**src/hw/wpb_pkg.sv**
```systemverilog
/*
  Shared types and constants for the waveform playback engine: sample
  layout, marker bit positions, trigger modes, timing counts, BER setup.
  Assumes a single 50 MHz system clock domain.
*/
package wpb_pkg;

  // --------------------------------------------------------------------
  // clock and timing
  // --------------------------------------------------------------------
  localparam int CLK_PERIOD_PS   = 20000;
  localparam int SLOW_LAT_NS     = 220;
  localparam int SLOW_LAT_CYC    = (SLOW_LAT_NS * 1000) / CLK_PERIOD_PS;
  localparam int FAST_LAT_SAMP   = 11;
  localparam int SKEW_STEP_PS    = 10;
  localparam int SKEW_MAX_STEPS  = 100;

  // --------------------------------------------------------------------
  // sample layout
  // --------------------------------------------------------------------
  localparam int WORD_W          = 16;
  localparam int MRK_LO_BIT      = 0;
  localparam int MRK_HI_BIT      = 1;
  localparam int ADDR_W          = 10;
  localparam int RATE_W          = 32;
  localparam int MIN_LEN         = 24;

  // --------------------------------------------------------------------
  // bit error checker
  // --------------------------------------------------------------------
  localparam int PRBS_W          = 23;
  localparam int CNT_W           = 32;

  typedef struct packed {
    logic [WORD_W-1:0] i_word;
    logic [WORD_W-1:0] q_word;
  } wpb_sample_t;

  typedef enum logic [1:0] {
    TRIG_OFF,
    TRIG_SINGLE,
    TRIG_PLAYBACK_MODE_A,
    TRIG_REPEAT
  } wpb_trig_mode_t;

  typedef enum logic [1:0] {
    PRBS_7,
    PRBS_9,
    PRBS_15,
    PRBS_23
  } wpb_prbs_sel_t;

endpackage : wpb_pkg

```
**src/hw/wpb_fifo.sv**
```systemverilog
/*
  Small synchronous FIFO with valid/ready on both sides.
  Assumes one clock and an asynchronous active-high reset.
*/
`timescale 1ns/1ps
module wpb_fifo #(
  parameter int WIDTH = 32,
  parameter int DEPTH = 8
) (
  input  wire logic             clk,
  input  wire logic             rst,
  input  wire logic             clear,
  input  wire logic [WIDTH-1:0] in_data,
  input  wire logic             in_valid,
  output logic                  in_ready,
  output logic      [WIDTH-1:0] out_data,
  output logic                  out_valid,
  input  wire logic             out_ready
);
  localparam int AW = $clog2(DEPTH);

  logic [WIDTH-1:0] mem_q [DEPTH];
  logic [AW-1:0]    wr_q;
  logic [AW-1:0]    rd_q;
  logic [AW:0]      cnt_q;
  logic             push;
  logic             pop;

  assign in_ready  = (cnt_q != (AW+1)'(DEPTH));
  assign out_valid = (cnt_q != '0);
  assign out_data  = mem_q[rd_q];
  assign push      = in_valid && in_ready;
  assign pop       = out_valid && out_ready;

  // storage
  always_ff @(posedge clk) begin
    if (push) begin
      mem_q[wr_q] <= in_data;
    end
  end

  // pointers and fill level
  always_ff @(posedge clk or posedge rst) begin
    if (rst) begin
      wr_q  <= '0;
      rd_q  <= '0;
      cnt_q <= '0;
    end else if (clear) begin
      wr_q  <= '0;
      rd_q  <= '0;
      cnt_q <= '0;
    end else begin
      if (push) begin
        wr_q <= (wr_q == AW'(DEPTH-1)) ? '0 : wr_q + 1'b1;
      end
      if (pop) begin
        rd_q <= (rd_q == AW'(DEPTH-1)) ? '0 : rd_q + 1'b1;
      end
      cnt_q <= cnt_q + (AW+1)'(push) - (AW+1)'(pop);
    end
  end
endmodule : wpb_fifo

```
**src/hw/wpb_playback.sv**
```systemverilog
/*
  Waveform playback engine: sample fetch, markers, trigger modes,
  clock output, I/Q skew and the bit error checker.
  Assumes the waveform memory answers a read one cycle after the address
  and that the controller loads length, idle value and setup ports.
*/
// Summary of operation
// - each memory word holds I and Q, read together per sample
// - marker 1 is I bit 0, marker 2 is I bit 1
// - marker 3 is Q bit 0, marker 4 is Q bit 1
// - markers come from loaded waveform data, no separate programming
// - markers may be shifted in time against the I/Q samples
// - rear routing: markers 3 and 4 carry the Q and I sign bits instead
// - clock output is a square wave at the programmed sample rate
// - clock output stays inactive while stopped
// - start by command or trigger input, edge or level, selectable sense
// - repeat mode wraps from last to first sample without gap
// - single mode plays one pass then goes idle
// - playback_mode_a mode with level sense plays while trigger lasts, restarts at first sample
// - off mode stops playback at once and outputs idle
// - idle value shown before trigger and after each trigger ends
// - slow mode starts playback 220 ns after the trigger
// - fast mode starts playback 11 samples after the trigger
// - skew -1.0 to +1.0, positive delays I against Q
// - checker locks onto PRBS from bit clock and data, counts errors
// - checker polarity, polynomial, integration time configurable
// - checker runs independently of playback
// - slow below 2 MHz, fast above 4 MHz, either between
// - restart input high holds measurement reset, low lets it run
// - bits count only while bit_valid_input is active
`timescale 1ns/1ps
module wpb_playback
  import wpb_pkg::*;
#(
  parameter int FIFO_DEPTH = 8,
  parameter int MAX_SHIFT  = 16
) (
  input  wire logic                   clk,
  input  wire logic                   rst,
  // waveform memory read port
  output logic        [ADDR_W-1:0]    mem_addr,
  output logic                        mem_rd,
  input  wire wpb_pkg::wpb_sample_t   mem_data,
  // setup
  input  wire logic        [ADDR_W-1:0] wave_len,
  input  wire wpb_pkg::wpb_sample_t   idle_value,
  input  wire wpb_pkg::wpb_trig_mode_t trig_mode,
  input  wire logic                   trig_level_sens,
  input  wire logic                   trig_active_low,
  input  wire logic                   cmd_trigger,
  input  wire logic                   fast_mode,
  input  wire logic        [RATE_W-1:0] rate_step,
  input  wire logic signed [7:0]      skew_steps,
  input  wire logic        [4:0]      marker_shift [4],
  input  wire logic                   rear_routing,
  input  wire logic                   ext_trigger,
  // outputs
  output wpb_pkg::wpb_sample_t        iq_out,
  output logic        [3:0]           marker_out,
  output logic                        clock_out,
  output logic                        running,
  output logic signed [7:0]           skew_i_steps,
  output logic signed [7:0]           skew_q_steps,
  // bit error checker
  input  wire logic                   ber_clk_in,
  input  wire logic                   ber_data_in,
  input  wire logic                   bit_valid_input,
  input  wire logic                   checker_restart_input,
  input  wire logic                   ber_clk_inv,
  input  wire logic                   ber_data_inv,
  input  wire logic                   ber_valid_low,
  input  wire wpb_pkg::wpb_prbs_sel_t ber_poly,
  input  wire logic        [CNT_W-1:0] ber_int_bits,
  output logic        [CNT_W-1:0]     ber_bit_count,
  output logic        [CNT_W-1:0]     ber_err_count,
  output logic                        ber_locked,
  output logic                        ber_done
);

  typedef enum logic [1:0] {ST_STOP, ST_WAIT, ST_PLAY} wpb_state_t;

  // --------------------------------------------------------------------
  // input synchronisers
  // --------------------------------------------------------------------
  logic [1:0] trg_sync_q;
  logic [1:0] bclk_sync_q;
  logic [1:0] bdat_sync_q;
  logic [1:0] bval_sync_q;
  logic [1:0] bres_sync_q;

  // two flops per external pin
  always_ff @(posedge clk or posedge rst) begin
    if (rst) begin
      trg_sync_q  <= '0;
      bclk_sync_q <= '0;
      bdat_sync_q <= '0;
      bval_sync_q <= '0;
      bres_sync_q <= 2'h3;
    end else begin
      trg_sync_q  <= {trg_sync_q[0], ext_trigger};
      bclk_sync_q <= {bclk_sync_q[0], ber_clk_in};
      bdat_sync_q <= {bdat_sync_q[0], ber_data_in};
      bval_sync_q <= {bval_sync_q[0], bit_valid_input};
      bres_sync_q <= {bres_sync_q[0], checker_restart_input};
    end
  end

  // --------------------------------------------------------------------
  // sample rate generator
  // --------------------------------------------------------------------
  logic [RATE_W-1:0] phase_q;
  logic              samp_tick_q;
  logic [RATE_W:0]   phase_sum;

  assign phase_sum = {1'b0, phase_q} + {1'b0, rate_step};

  // phase accumulator, one tick per sample period
  always_ff @(posedge clk or posedge rst) begin
    if (rst) begin
      phase_q     <= '0;
      samp_tick_q <= 1'b0;
    end else begin
      phase_q     <= phase_sum[RATE_W-1:0];
      samp_tick_q <= phase_sum[RATE_W];
    end
  end

  // --------------------------------------------------------------------
  // trigger detection
  // --------------------------------------------------------------------
  logic trg_lvl;
  logic trg_prev_q;
  logic trg_edge;

  assign trg_lvl  = trg_sync_q[1] ^ trig_active_low;
  assign trg_edge = trg_lvl && !trg_prev_q;

  // previous level for edge sensing
  always_ff @(posedge clk or posedge rst) begin
    if (rst) begin
      trg_prev_q <= 1'b0;
    end else begin
      trg_prev_q <= trg_lvl;
    end
  end

  logic trg_event;
  logic gate_on;
  assign trg_event = cmd_trigger ||
                     (trig_level_sens ? trg_lvl : trg_edge);
  assign gate_on   = trig_level_sens ? trg_lvl : 1'b1;

  // --------------------------------------------------------------------
  // playback state machine
  // --------------------------------------------------------------------
  wpb_state_t      state_q;
  logic [15:0]     lat_q;
  logic [ADDR_W-1:0] addr_q;
  logic            fifo_in_ready;
  logic            fifo_out_valid;
  wpb_sample_t     fifo_out_data;
  logic            rd_pend_q;
  logic            last_q;
  logic            flush;
  logic            play_pop;

  assign flush    = (state_q != ST_PLAY);
  assign play_pop = (state_q == ST_PLAY) && samp_tick_q;

  // start latency, stop conditions, sample addressing
  always_ff @(posedge clk or posedge rst) begin
    if (rst) begin
      state_q <= ST_STOP;
      lat_q   <= '0;
      addr_q  <= '0;
    end else begin
      case (state_q)
        ST_STOP: begin
          addr_q <= '0;
          if (trig_mode != TRIG_OFF && trg_event) begin
            state_q <= ST_WAIT;
            // slow: fixed ns delay, fast: sample count
            lat_q <= fast_mode ? 16'(FAST_LAT_SAMP)
                               : 16'(SLOW_LAT_CYC);
          end
        end
        ST_WAIT: begin
          if (trig_mode == TRIG_OFF) begin
            state_q <= ST_STOP;
          end else if (!fast_mode || samp_tick_q) begin
            if (lat_q <= 16'h0001) begin
              state_q <= ST_PLAY;
            end
            lat_q <= lat_q - 16'h0001;
          end
        end
        ST_PLAY: begin
          if (trig_mode == TRIG_OFF) begin
            state_q <= ST_STOP;
          end else if (trig_mode == TRIG_PLAYBACK_MODE_A && !gate_on) begin
            state_q <= ST_STOP;
          end else if (trig_mode == TRIG_SINGLE && play_pop && last_q
                       && fifo_out_valid) begin
            state_q <= ST_STOP;
          end
          if (mem_rd) begin
            // repeat and playback_mode_a wrap with no gap
            addr_q <= (addr_q == wave_len - 1'b1) ? '0
                                                  : addr_q + 1'b1;
          end
        end
        default: state_q <= ST_STOP;
      endcase
    end
  end

  // --------------------------------------------------------------------
  // memory fetch into the sample FIFO
  // --------------------------------------------------------------------
  logic [ADDR_W-1:0] rd_addr_q;

  // prefetch both words together while FIFO has room
  always_ff @(posedge clk or posedge rst) begin
    if (rst) begin
      mem_rd    <= 1'b0;
      mem_addr  <= '0;
      rd_pend_q <= 1'b0;
      rd_addr_q <= '0;
    end else begin
      mem_rd    <= (state_q == ST_PLAY) && fifo_in_ready && !mem_rd
                   && !rd_pend_q;
      mem_addr  <= addr_q;
      rd_pend_q <= mem_rd && !flush;
      rd_addr_q <= mem_addr;
    end
  end

  logic fifo_last;
  logic fifo_out_ready;
  assign fifo_out_ready = play_pop;

  wpb_fifo #(
    .WIDTH (2 * WORD_W + 1),
    .DEPTH (FIFO_DEPTH)
  ) u_fifo (
    .clk       (clk),
    .rst       (rst),
    .clear     (flush),
    .in_data   ({rd_addr_q == wave_len - 1'b1, mem_data}),
    .in_valid  (rd_pend_q),
    .in_ready  (fifo_in_ready),
    .out_data  ({fifo_last, fifo_out_data}),
    .out_valid (fifo_out_valid),
    .out_ready (fifo_out_ready)
  );

  assign last_q = fifo_last;

  // --------------------------------------------------------------------
  // sample output and markers
  // --------------------------------------------------------------------
  wpb_sample_t cur_q;
  logic [3:0]  raw_mrk;
  logic [3:0]  mrk_hist_q [MAX_SHIFT];

  assign raw_mrk = {cur_q.q_word[MRK_HI_BIT], cur_q.q_word[MRK_LO_BIT],
                    cur_q.i_word[MRK_HI_BIT],
                    cur_q.i_word[MRK_LO_BIT]};

  // current sample, idle value whenever not playing
  always_ff @(posedge clk or posedge rst) begin
    if (rst) begin
      cur_q <= '0;
    end else if (state_q != ST_PLAY) begin
      cur_q <= idle_value;
    end else if (play_pop && fifo_out_valid) begin
      cur_q <= fifo_out_data;
    end
  end

  // marker delay line, advances once per sample
  always_ff @(posedge clk or posedge rst) begin
    if (rst) begin
      for (int k = 0; k < MAX_SHIFT; k++) begin
        mrk_hist_q[k] <= '0;
      end
    end else if (samp_tick_q) begin
      mrk_hist_q[0] <= raw_mrk;
      for (int k = 1; k < MAX_SHIFT; k++) begin
        mrk_hist_q[k] <= mrk_hist_q[k-1];
      end
    end
  end

  // per marker shift selection and rear routing
  for (genvar m = 0; m < 4; m++) begin : g_mrk
    logic sel;
    assign sel = (marker_shift[m] == '0) ? raw_mrk[m]
               : mrk_hist_q[4'(marker_shift[m] - 1'b1)][m];
    always_ff @(posedge clk or posedge rst) begin
      if (rst) begin
        marker_out[m] <= 1'b0;
      end else if (rear_routing && m >= 2) begin
        // path 3 carries Q, path 4 carries I (sign bit)
        marker_out[m] <= (m == 2) ? cur_q.q_word[WORD_W-1]
                                  : cur_q.i_word[WORD_W-1];
      end else begin
        marker_out[m] <= sel;
      end
    end
  end

  // I/Q out register, skew split between channels
  always_ff @(posedge clk or posedge rst) begin
    if (rst) begin
      iq_out       <= '0;
      running      <= 1'b0;
      skew_i_steps <= '0;
      skew_q_steps <= '0;
    end else begin
      iq_out  <= cur_q;
      running <= (state_q == ST_PLAY);
      if (skew_steps > 8'(SKEW_MAX_STEPS)) begin
        skew_i_steps <= 8'(SKEW_MAX_STEPS);
        skew_q_steps <= '0;
      end else if (skew_steps < -8'(SKEW_MAX_STEPS)) begin
        skew_i_steps <= '0;
        skew_q_steps <= 8'(SKEW_MAX_STEPS);
      end else if (skew_steps >= 0) begin
        skew_i_steps <= skew_steps; // positive delays I
        skew_q_steps <= '0;
      end else begin
        skew_i_steps <= '0;
        skew_q_steps <= -skew_steps;
      end
    end
  end

  // square clock output, held low when stopped
  always_ff @(posedge clk or posedge rst) begin
    if (rst) begin
      clock_out <= 1'b0;
    end else if (state_q == ST_STOP) begin
      clock_out <= 1'b0;
    end else begin
      clock_out <= phase_q[RATE_W-1];
    end
  end

  // --------------------------------------------------------------------
  // bit error checker
  // --------------------------------------------------------------------
  logic              bclk;
  logic              bclk_prev_q;
  logic              bdat;
  logic              bval;
  logic [PRBS_W-1:0] sr_q;
  logic [4:0]        fill_q;
  logic              pred;
  logic [4:0]        deg;

  assign bclk = bclk_sync_q[1] ^ ber_clk_inv;
  assign bdat = bdat_sync_q[1] ^ ber_data_inv;
  assign bval = bval_sync_q[1] ^ ber_valid_low;

  // feedback tap per polynomial
  always_comb begin
    case (ber_poly)
      PRBS_7:  begin pred = sr_q[6]  ^ sr_q[5];  deg = 5'd7;  end
      PRBS_9:  begin pred = sr_q[8]  ^ sr_q[4];  deg = 5'd9;  end
      PRBS_15: begin pred = sr_q[14] ^ sr_q[13]; deg = 5'd15; end
      default: begin pred = sr_q[22] ^ sr_q[17]; deg = 5'd23; end
    endcase
  end

  // fill, then compare each bit against the tap prediction from received bits
  always_ff @(posedge clk or posedge rst) begin
    if (rst) begin
      bclk_prev_q   <= 1'b0;
      sr_q          <= '0;
      fill_q        <= '0;
      ber_bit_count <= '0;
      ber_err_count <= '0;
      ber_locked    <= 1'b0;
      ber_done      <= 1'b0;
    end else begin
      bclk_prev_q <= bclk;
      if (bres_sync_q[1]) begin
        fill_q        <= '0;
        ber_bit_count <= '0;
        ber_err_count <= '0;
        ber_locked    <= 1'b0;
        ber_done      <= 1'b0;
      end else if (bclk && !bclk_prev_q && bval && !ber_done) begin
        sr_q <= {sr_q[PRBS_W-2:0], bdat};
        if (fill_q < deg) begin
          fill_q <= fill_q + 5'd1;
        end else begin
          ber_locked    <= 1'b1;
          ber_bit_count <= ber_bit_count + 1'b1;
          ber_err_count <= ber_err_count + CNT_W'(bdat != pred);
          ber_done      <= (ber_bit_count + 1'b1 >= ber_int_bits);
        end
      end
    end
  end

endmodule : wpb_playback

```
**config.mk**
```make
export PLATFORM = sky130hd
export DESIGN_NAME = wpb_playback
export DESIGN_NICKNAME = d
export VERILOG_FILES = /design/src/hw/wpb_pkg.sv /design/src/hw/wpb_fifo.sv /design/src/hw/wpb_playback.sv
export SDC_FILE = /design/constraint.sdc
export NUM_CORES = 1
export LEC_CHECK = 0
export BUFFER_PORTS_ARGS = -buffer_cell sky130_fd_sc_hd__buf_4
export CORE_UTILIZATION = 55
export CTS_BUF_LIST = sky130_fd_sc_hd__clkbuf_4
export CTS_CLUSTER_SIZE = 10
export DETAILED_ROUTE_END_ITERATION = 12
export MAX_ROUTING_LAYER = met4
export PLACE_DENSITY_LB_ADDON = 0.3
export SLEW_MARGIN = 20
export SYNTH_ARGS = -nofsm -noshare
export SYNTH_HDL_FRONTEND = slang
export SYNTH_SLANG_ARGS = --single-unit
```
**constraint.sdc**
```tcl
create_clock -name clk -period 16.7 [get_ports clk]
set_clock_uncertainty 0.2 [all_clocks]
set_input_delay 3.34 -clock clk [delete_from_list [all_inputs] [get_ports clk]]
set_output_delay 3.34 -clock clk [all_outputs]
set_load 0.01 [all_outputs]
```
==> flow_metrics.py <==
metrics = {
    "setup_path": {
        "cp_slowest_cell": "or4_1",
        "worstSetupStartpointType": "input pin",
        "cp-end-kind": "flip-flop",
        "critPathMaxStageDelay_ns": 0.70,
        "ordered_list_of_cells_on_the_worst_path": "buf_4, inv_1, ha_1, a222oi_1, a21oi_1, xnor2_1, ha_1, ha_1, inv_1, or4_1, nor4b_1, xnor2_1, nor2_1",
        "worst-endpoint-arrival_ns": 6.13,
        "critPathMaxFanout": 8,
        "cpMostUsedCell": "ha_1",
        "timing_worst_setup_path_type": "in -> reg",
        "timing.critical_path.required_ns": 17.30,
    },
    "clock_tree": {
        "path_clk_slew_ns": 0.06,
        "cts-resized-gates": 0,
        "tritoncts.num_buffers": 161,
        "htreeDepth": 4,
        "cts.sink_count": 613,
        "hold_fix_buffers_at_cts": 0,
        "clockBufferDepth": 3,
        "postCtsSetupRepairBufs": 0,
        "tritoncts": "done",
        "clock_latency_late_sink_ns": 1.00,
        "cts-root-buf": "clkbuf_4",
    },
    "power_and_ir_drop": {
        "power.density_cell_area_mw_per_mm2": 119,
        "leakagePower_nw": 14.0,
        "irDropWorstVdd_uv": 74.1,
        "total_power_mw": 3.94,
    },
    "die": {
        "io-pin-count": 316,
        "dieWidth_um": 226,
        "y_dimension_of_the_die_um": 226,
        "coreArea_mm2": 0.0493,
        "initial_utilization": 0.562,
        "dieArea_mm2": 0.0512,
        "rows": 81,
    },
    "global_routing": {
        "first_pass_grt_wire_length_mm": 97.1,
        "grtUsageTotal": 0.253,
        "number_of_antenna_violations_at_the_first_check_in_global_routing": 8,
        "grt_start_max_net_pins": 130,
        "first_global_vias": 18800,
        "grt.overflow.total": 0,
    },
    "outcome": {
        "outcome": "finished clean",
    },
    "cells_and_area": {
        "drive_above_1_share": 0.309,
        "utilization": 0.670,
        "area_delta_synth_final_pct": 19.2,
        "final_nets": 2797,
        "postLayoutCellArea_mm2": 0.0330,
        "num-fill-cells": 3627,
    },
    "logic_synthesis": {
        "synth_seq_area_share": 0.602,
        "yosysWarningCount": 0,
        "synth.cell_area_mm2": 0.0277,
        "distinct_cells_synth": 73,
        "syn-instance-count": 2090,
        "ys_dominant_reg_cell": "dfrtp_1",
        "postSynthRegisterBits": 613,
        "synthesis.area_per_instance_um2": 13.2,
        "async_reset_ff_frac": 0.569,
        "synth_enable_flop_cells": 264,
    },
    "timing": {
        "setup_repair_after_global_routing_missed_its_margin": "false",
        "finalSetupViolCount": 0,
        "hold_slack_ns": 0.113,
        "period_share": 0.331,
        "worst_pin_slew_ns": 1.03,
        "report.final.hold_viol_count": 0,
        "setup_tns_ns": 0,
        "max-slew-margin-rel": 0.315,
        "fmax_ghz": 0.181,
        "max_slew_vio_count": 0,
        "final.min_clock_period_ns": 5.53,
    },
    "routing": {
        "detail_route.wl_per_cell_um": 18.4,
        "vias_per_cell": 5.54,
        "route.detailed.drc": 0,
        "dr.first_iter.drc_count": 1190,
        "num_vias": 18400,
        "ant_nets": 0,
        "wl_mm": 61.1,
        "detail_route.first_pass.iterations": 7,
    },
    "run": {
        "drv_cap": 0,
    },
    "placed_design": {
        "place.port_buffers": 315,
        "detailed_place.area_mm2": 0.0308,
        "gp_congestion": 0.911,
        "dp.final_hpwl_mm": 40.6,
    },
    "hold_path": {
        "worst_min_delay_path_class": "reg -> reg",
    },
}
registers in the layout, summed over array words and instances, names as in the netlist, 3 cells and up:
| name | count |
|---|---|
| sr_q | 23 |
| u_fifo.mem_q | 264 |
| addr_q | 10 |
| u_fifo.cnt_q | 4 |
| skew_q_steps | 8 |
| ber_bit_count | 32 |
| phase_q | 32 |
| rd_addr_q | 10 |
| fill_q | 5 |
| ber_err_count | 32 |
| lat_q | 16 |
| skew_i_steps | 8 |
| u_fifo.rd_q | 3 |
| marker_out | 4 |
| mrk_hist_q | 64 |
| mem_addr | 10 |
| cur_q | 32 |
| iq_out | 32 |
| u_fifo.wr_q | 3 |
final timing paths:
check | from | end | slack [ns] | cells past startpoint
worst max-delay path | ber_poly[1] | ber_err_count[14]$_DFFE_PP0P_ | 11.17 | 13
worst min-delay path | trg_sync_q[0]$_DFF_PP0_ | trg_sync_q[1]$_DFF_PP0_ | 0.11 | 0
worst max register to register | ber_bit_count[2]$_DFFE_PP0P_ | ber_done$_DFFE_PP0P_ | 12.82 | 12
worst min register to register | trg_sync_q[0]$_DFF_PP0_ | trg_sync_q[1]$_DFF_PP0_ | 0.11 | 0
max in group asynchronous | rst | mrk_hist_q[14]$_DFFE_PP0P_ | 11.68 | 4
min in group asynchronous | rst | phase_q[19]$_DFF_PP0_ | 2.28 | 2
worst max-delay path: cells and delay by family:
kind | cells | cell delay [ns]
xor gates and xnor gates | 2 | 0.33
AOI/OAI and AO/OA | 2 | 0.43
buffers and inverters | 3 | 0.23
and+or+nand+nor | 3 | 1.20
adders and majority gates | 3 | 0.59
cell usage after synthesis, types with 5 or more instances:
cell | number | area, um2
nor3b_1 | 6 | 45.0
ha_1 | 95 | 1190
nor2b_1 | 17 | 106
and3_1 | 19 | 119
dfrtp_1 | 347 | 8680
and2_1 | 11 | 68.8
a211oi_1 | 10 | 75.1
nand2_1 | 129 | 484
nor4b_1 | 7 | 61.3
nand2b_1 | 16 | 100
nand4_1 | 19 | 119
a22o_1 | 12 | 105
o21ai_0 | 87 | 435
nor3_1 | 54 | 270
o211ai_1 | 9 | 67.6
and4_1 | 5 | 43.8
a2111oi_0 | 5 | 43.8
inv_1 | 94 | 353
or3_1 | 6 | 37.5
xnor2_1 | 100 | 876
nand3_1 | 40 | 200
a21oi_1 | 82 | 410
buf_1 | 6 | 22.5
o21a_1 | 6 | 45.0
a21o_1 | 19 | 143
edfxtp_1 | 264 | 7930
clkbuf_1 | 67 | 251
nor4_1 | 17 | 106
mux4_2 | 84 | 1890
mux2i_1 | 40 | 400
mux2_2 | 97 | 1090
a31oi_1 | 7 | 43.8
nor2_1 | 182 | 683
xor2_1 | 56 | 490
or4_1 | 11 | 82.6
cells in the final DEF (no fill, tap or decap), drive strengths merged, types with 11 or more instances in the layout:
| master | count |
|---|---|
| clkinv | 29 |
| nand2b | 16 |
| ha | 95 |
| xnor2 | 100 |
| nand4 | 21 |
| mux4 | 84 |
| nor4 | 17 |
| xor2 | 56 |
| or4 | 12 |
| nor3 | 54 |
| a21o | 19 |
| mux2 | 97 |
| nor2 | 182 |
| buf | 337 |
| edfxtp | 264 |
| and3 | 19 |
| mux2i | 40 |
| dfrtp | 347 |
| a21oi | 82 |
| nor2b | 17 |
| o21ai | 87 |
| inv | 101 |
| and2 | 11 |
| nand2 | 129 |
| clkbuf | 252 |
| nand3 | 41 |
| a22o | 12 |
per-layer routing:
| layer | wire, um | track usage |
|---|---|---|
| met5 | 0 | - |
| met4 | 1800 | 0.111 |
| met3 | 4030 | 0.0669 |
| met2 | 30100 | 0.400 |
| met1 | 25200 | 0.306 |
stage by stage:
stage	setup WS, ns	cells
after floorplan	3.48	2091
after global placement	10.34	3016
after detailed placement	10.24	3016
after CTS	11.30	3307
after global routing	11.09	3315
final	11.17	3316
cell type report:
cell class,instances,area [um2],share of cell area
flip-flops and latches,613,16700,0.505
multi-input cells,1307,10400,0.316
repair buffers,337,2530,0.0768
clock buffers,252,1890,0.0574
well taps,664,831,0.0252
inverters,95,364,0.0110
clock inverters,39,248,0.00751
diodes,9,22.5,0.000683
logic make-up after synthesis:
logic type | Yosys count | synth area share
other cells | 1 | 0.000136
compound gates | 274 | 0.0609
simple gates | 557 | 0.0971
buf+inv | 171 | 0.0233
flops | 613 | 0.602
fa+ha+maj | 97 | 0.0444
mux | 221 | 0.122
xor+xnor | 156 | 0.0494
report_power, final:
part	switching, mW	internal (mW)
logic	0.386	0.392
clock network	0.617	0.720
registers	0.0885	1.73
total	1.09	2.85
Note: power is estimated with default switching activity, not from simulation.
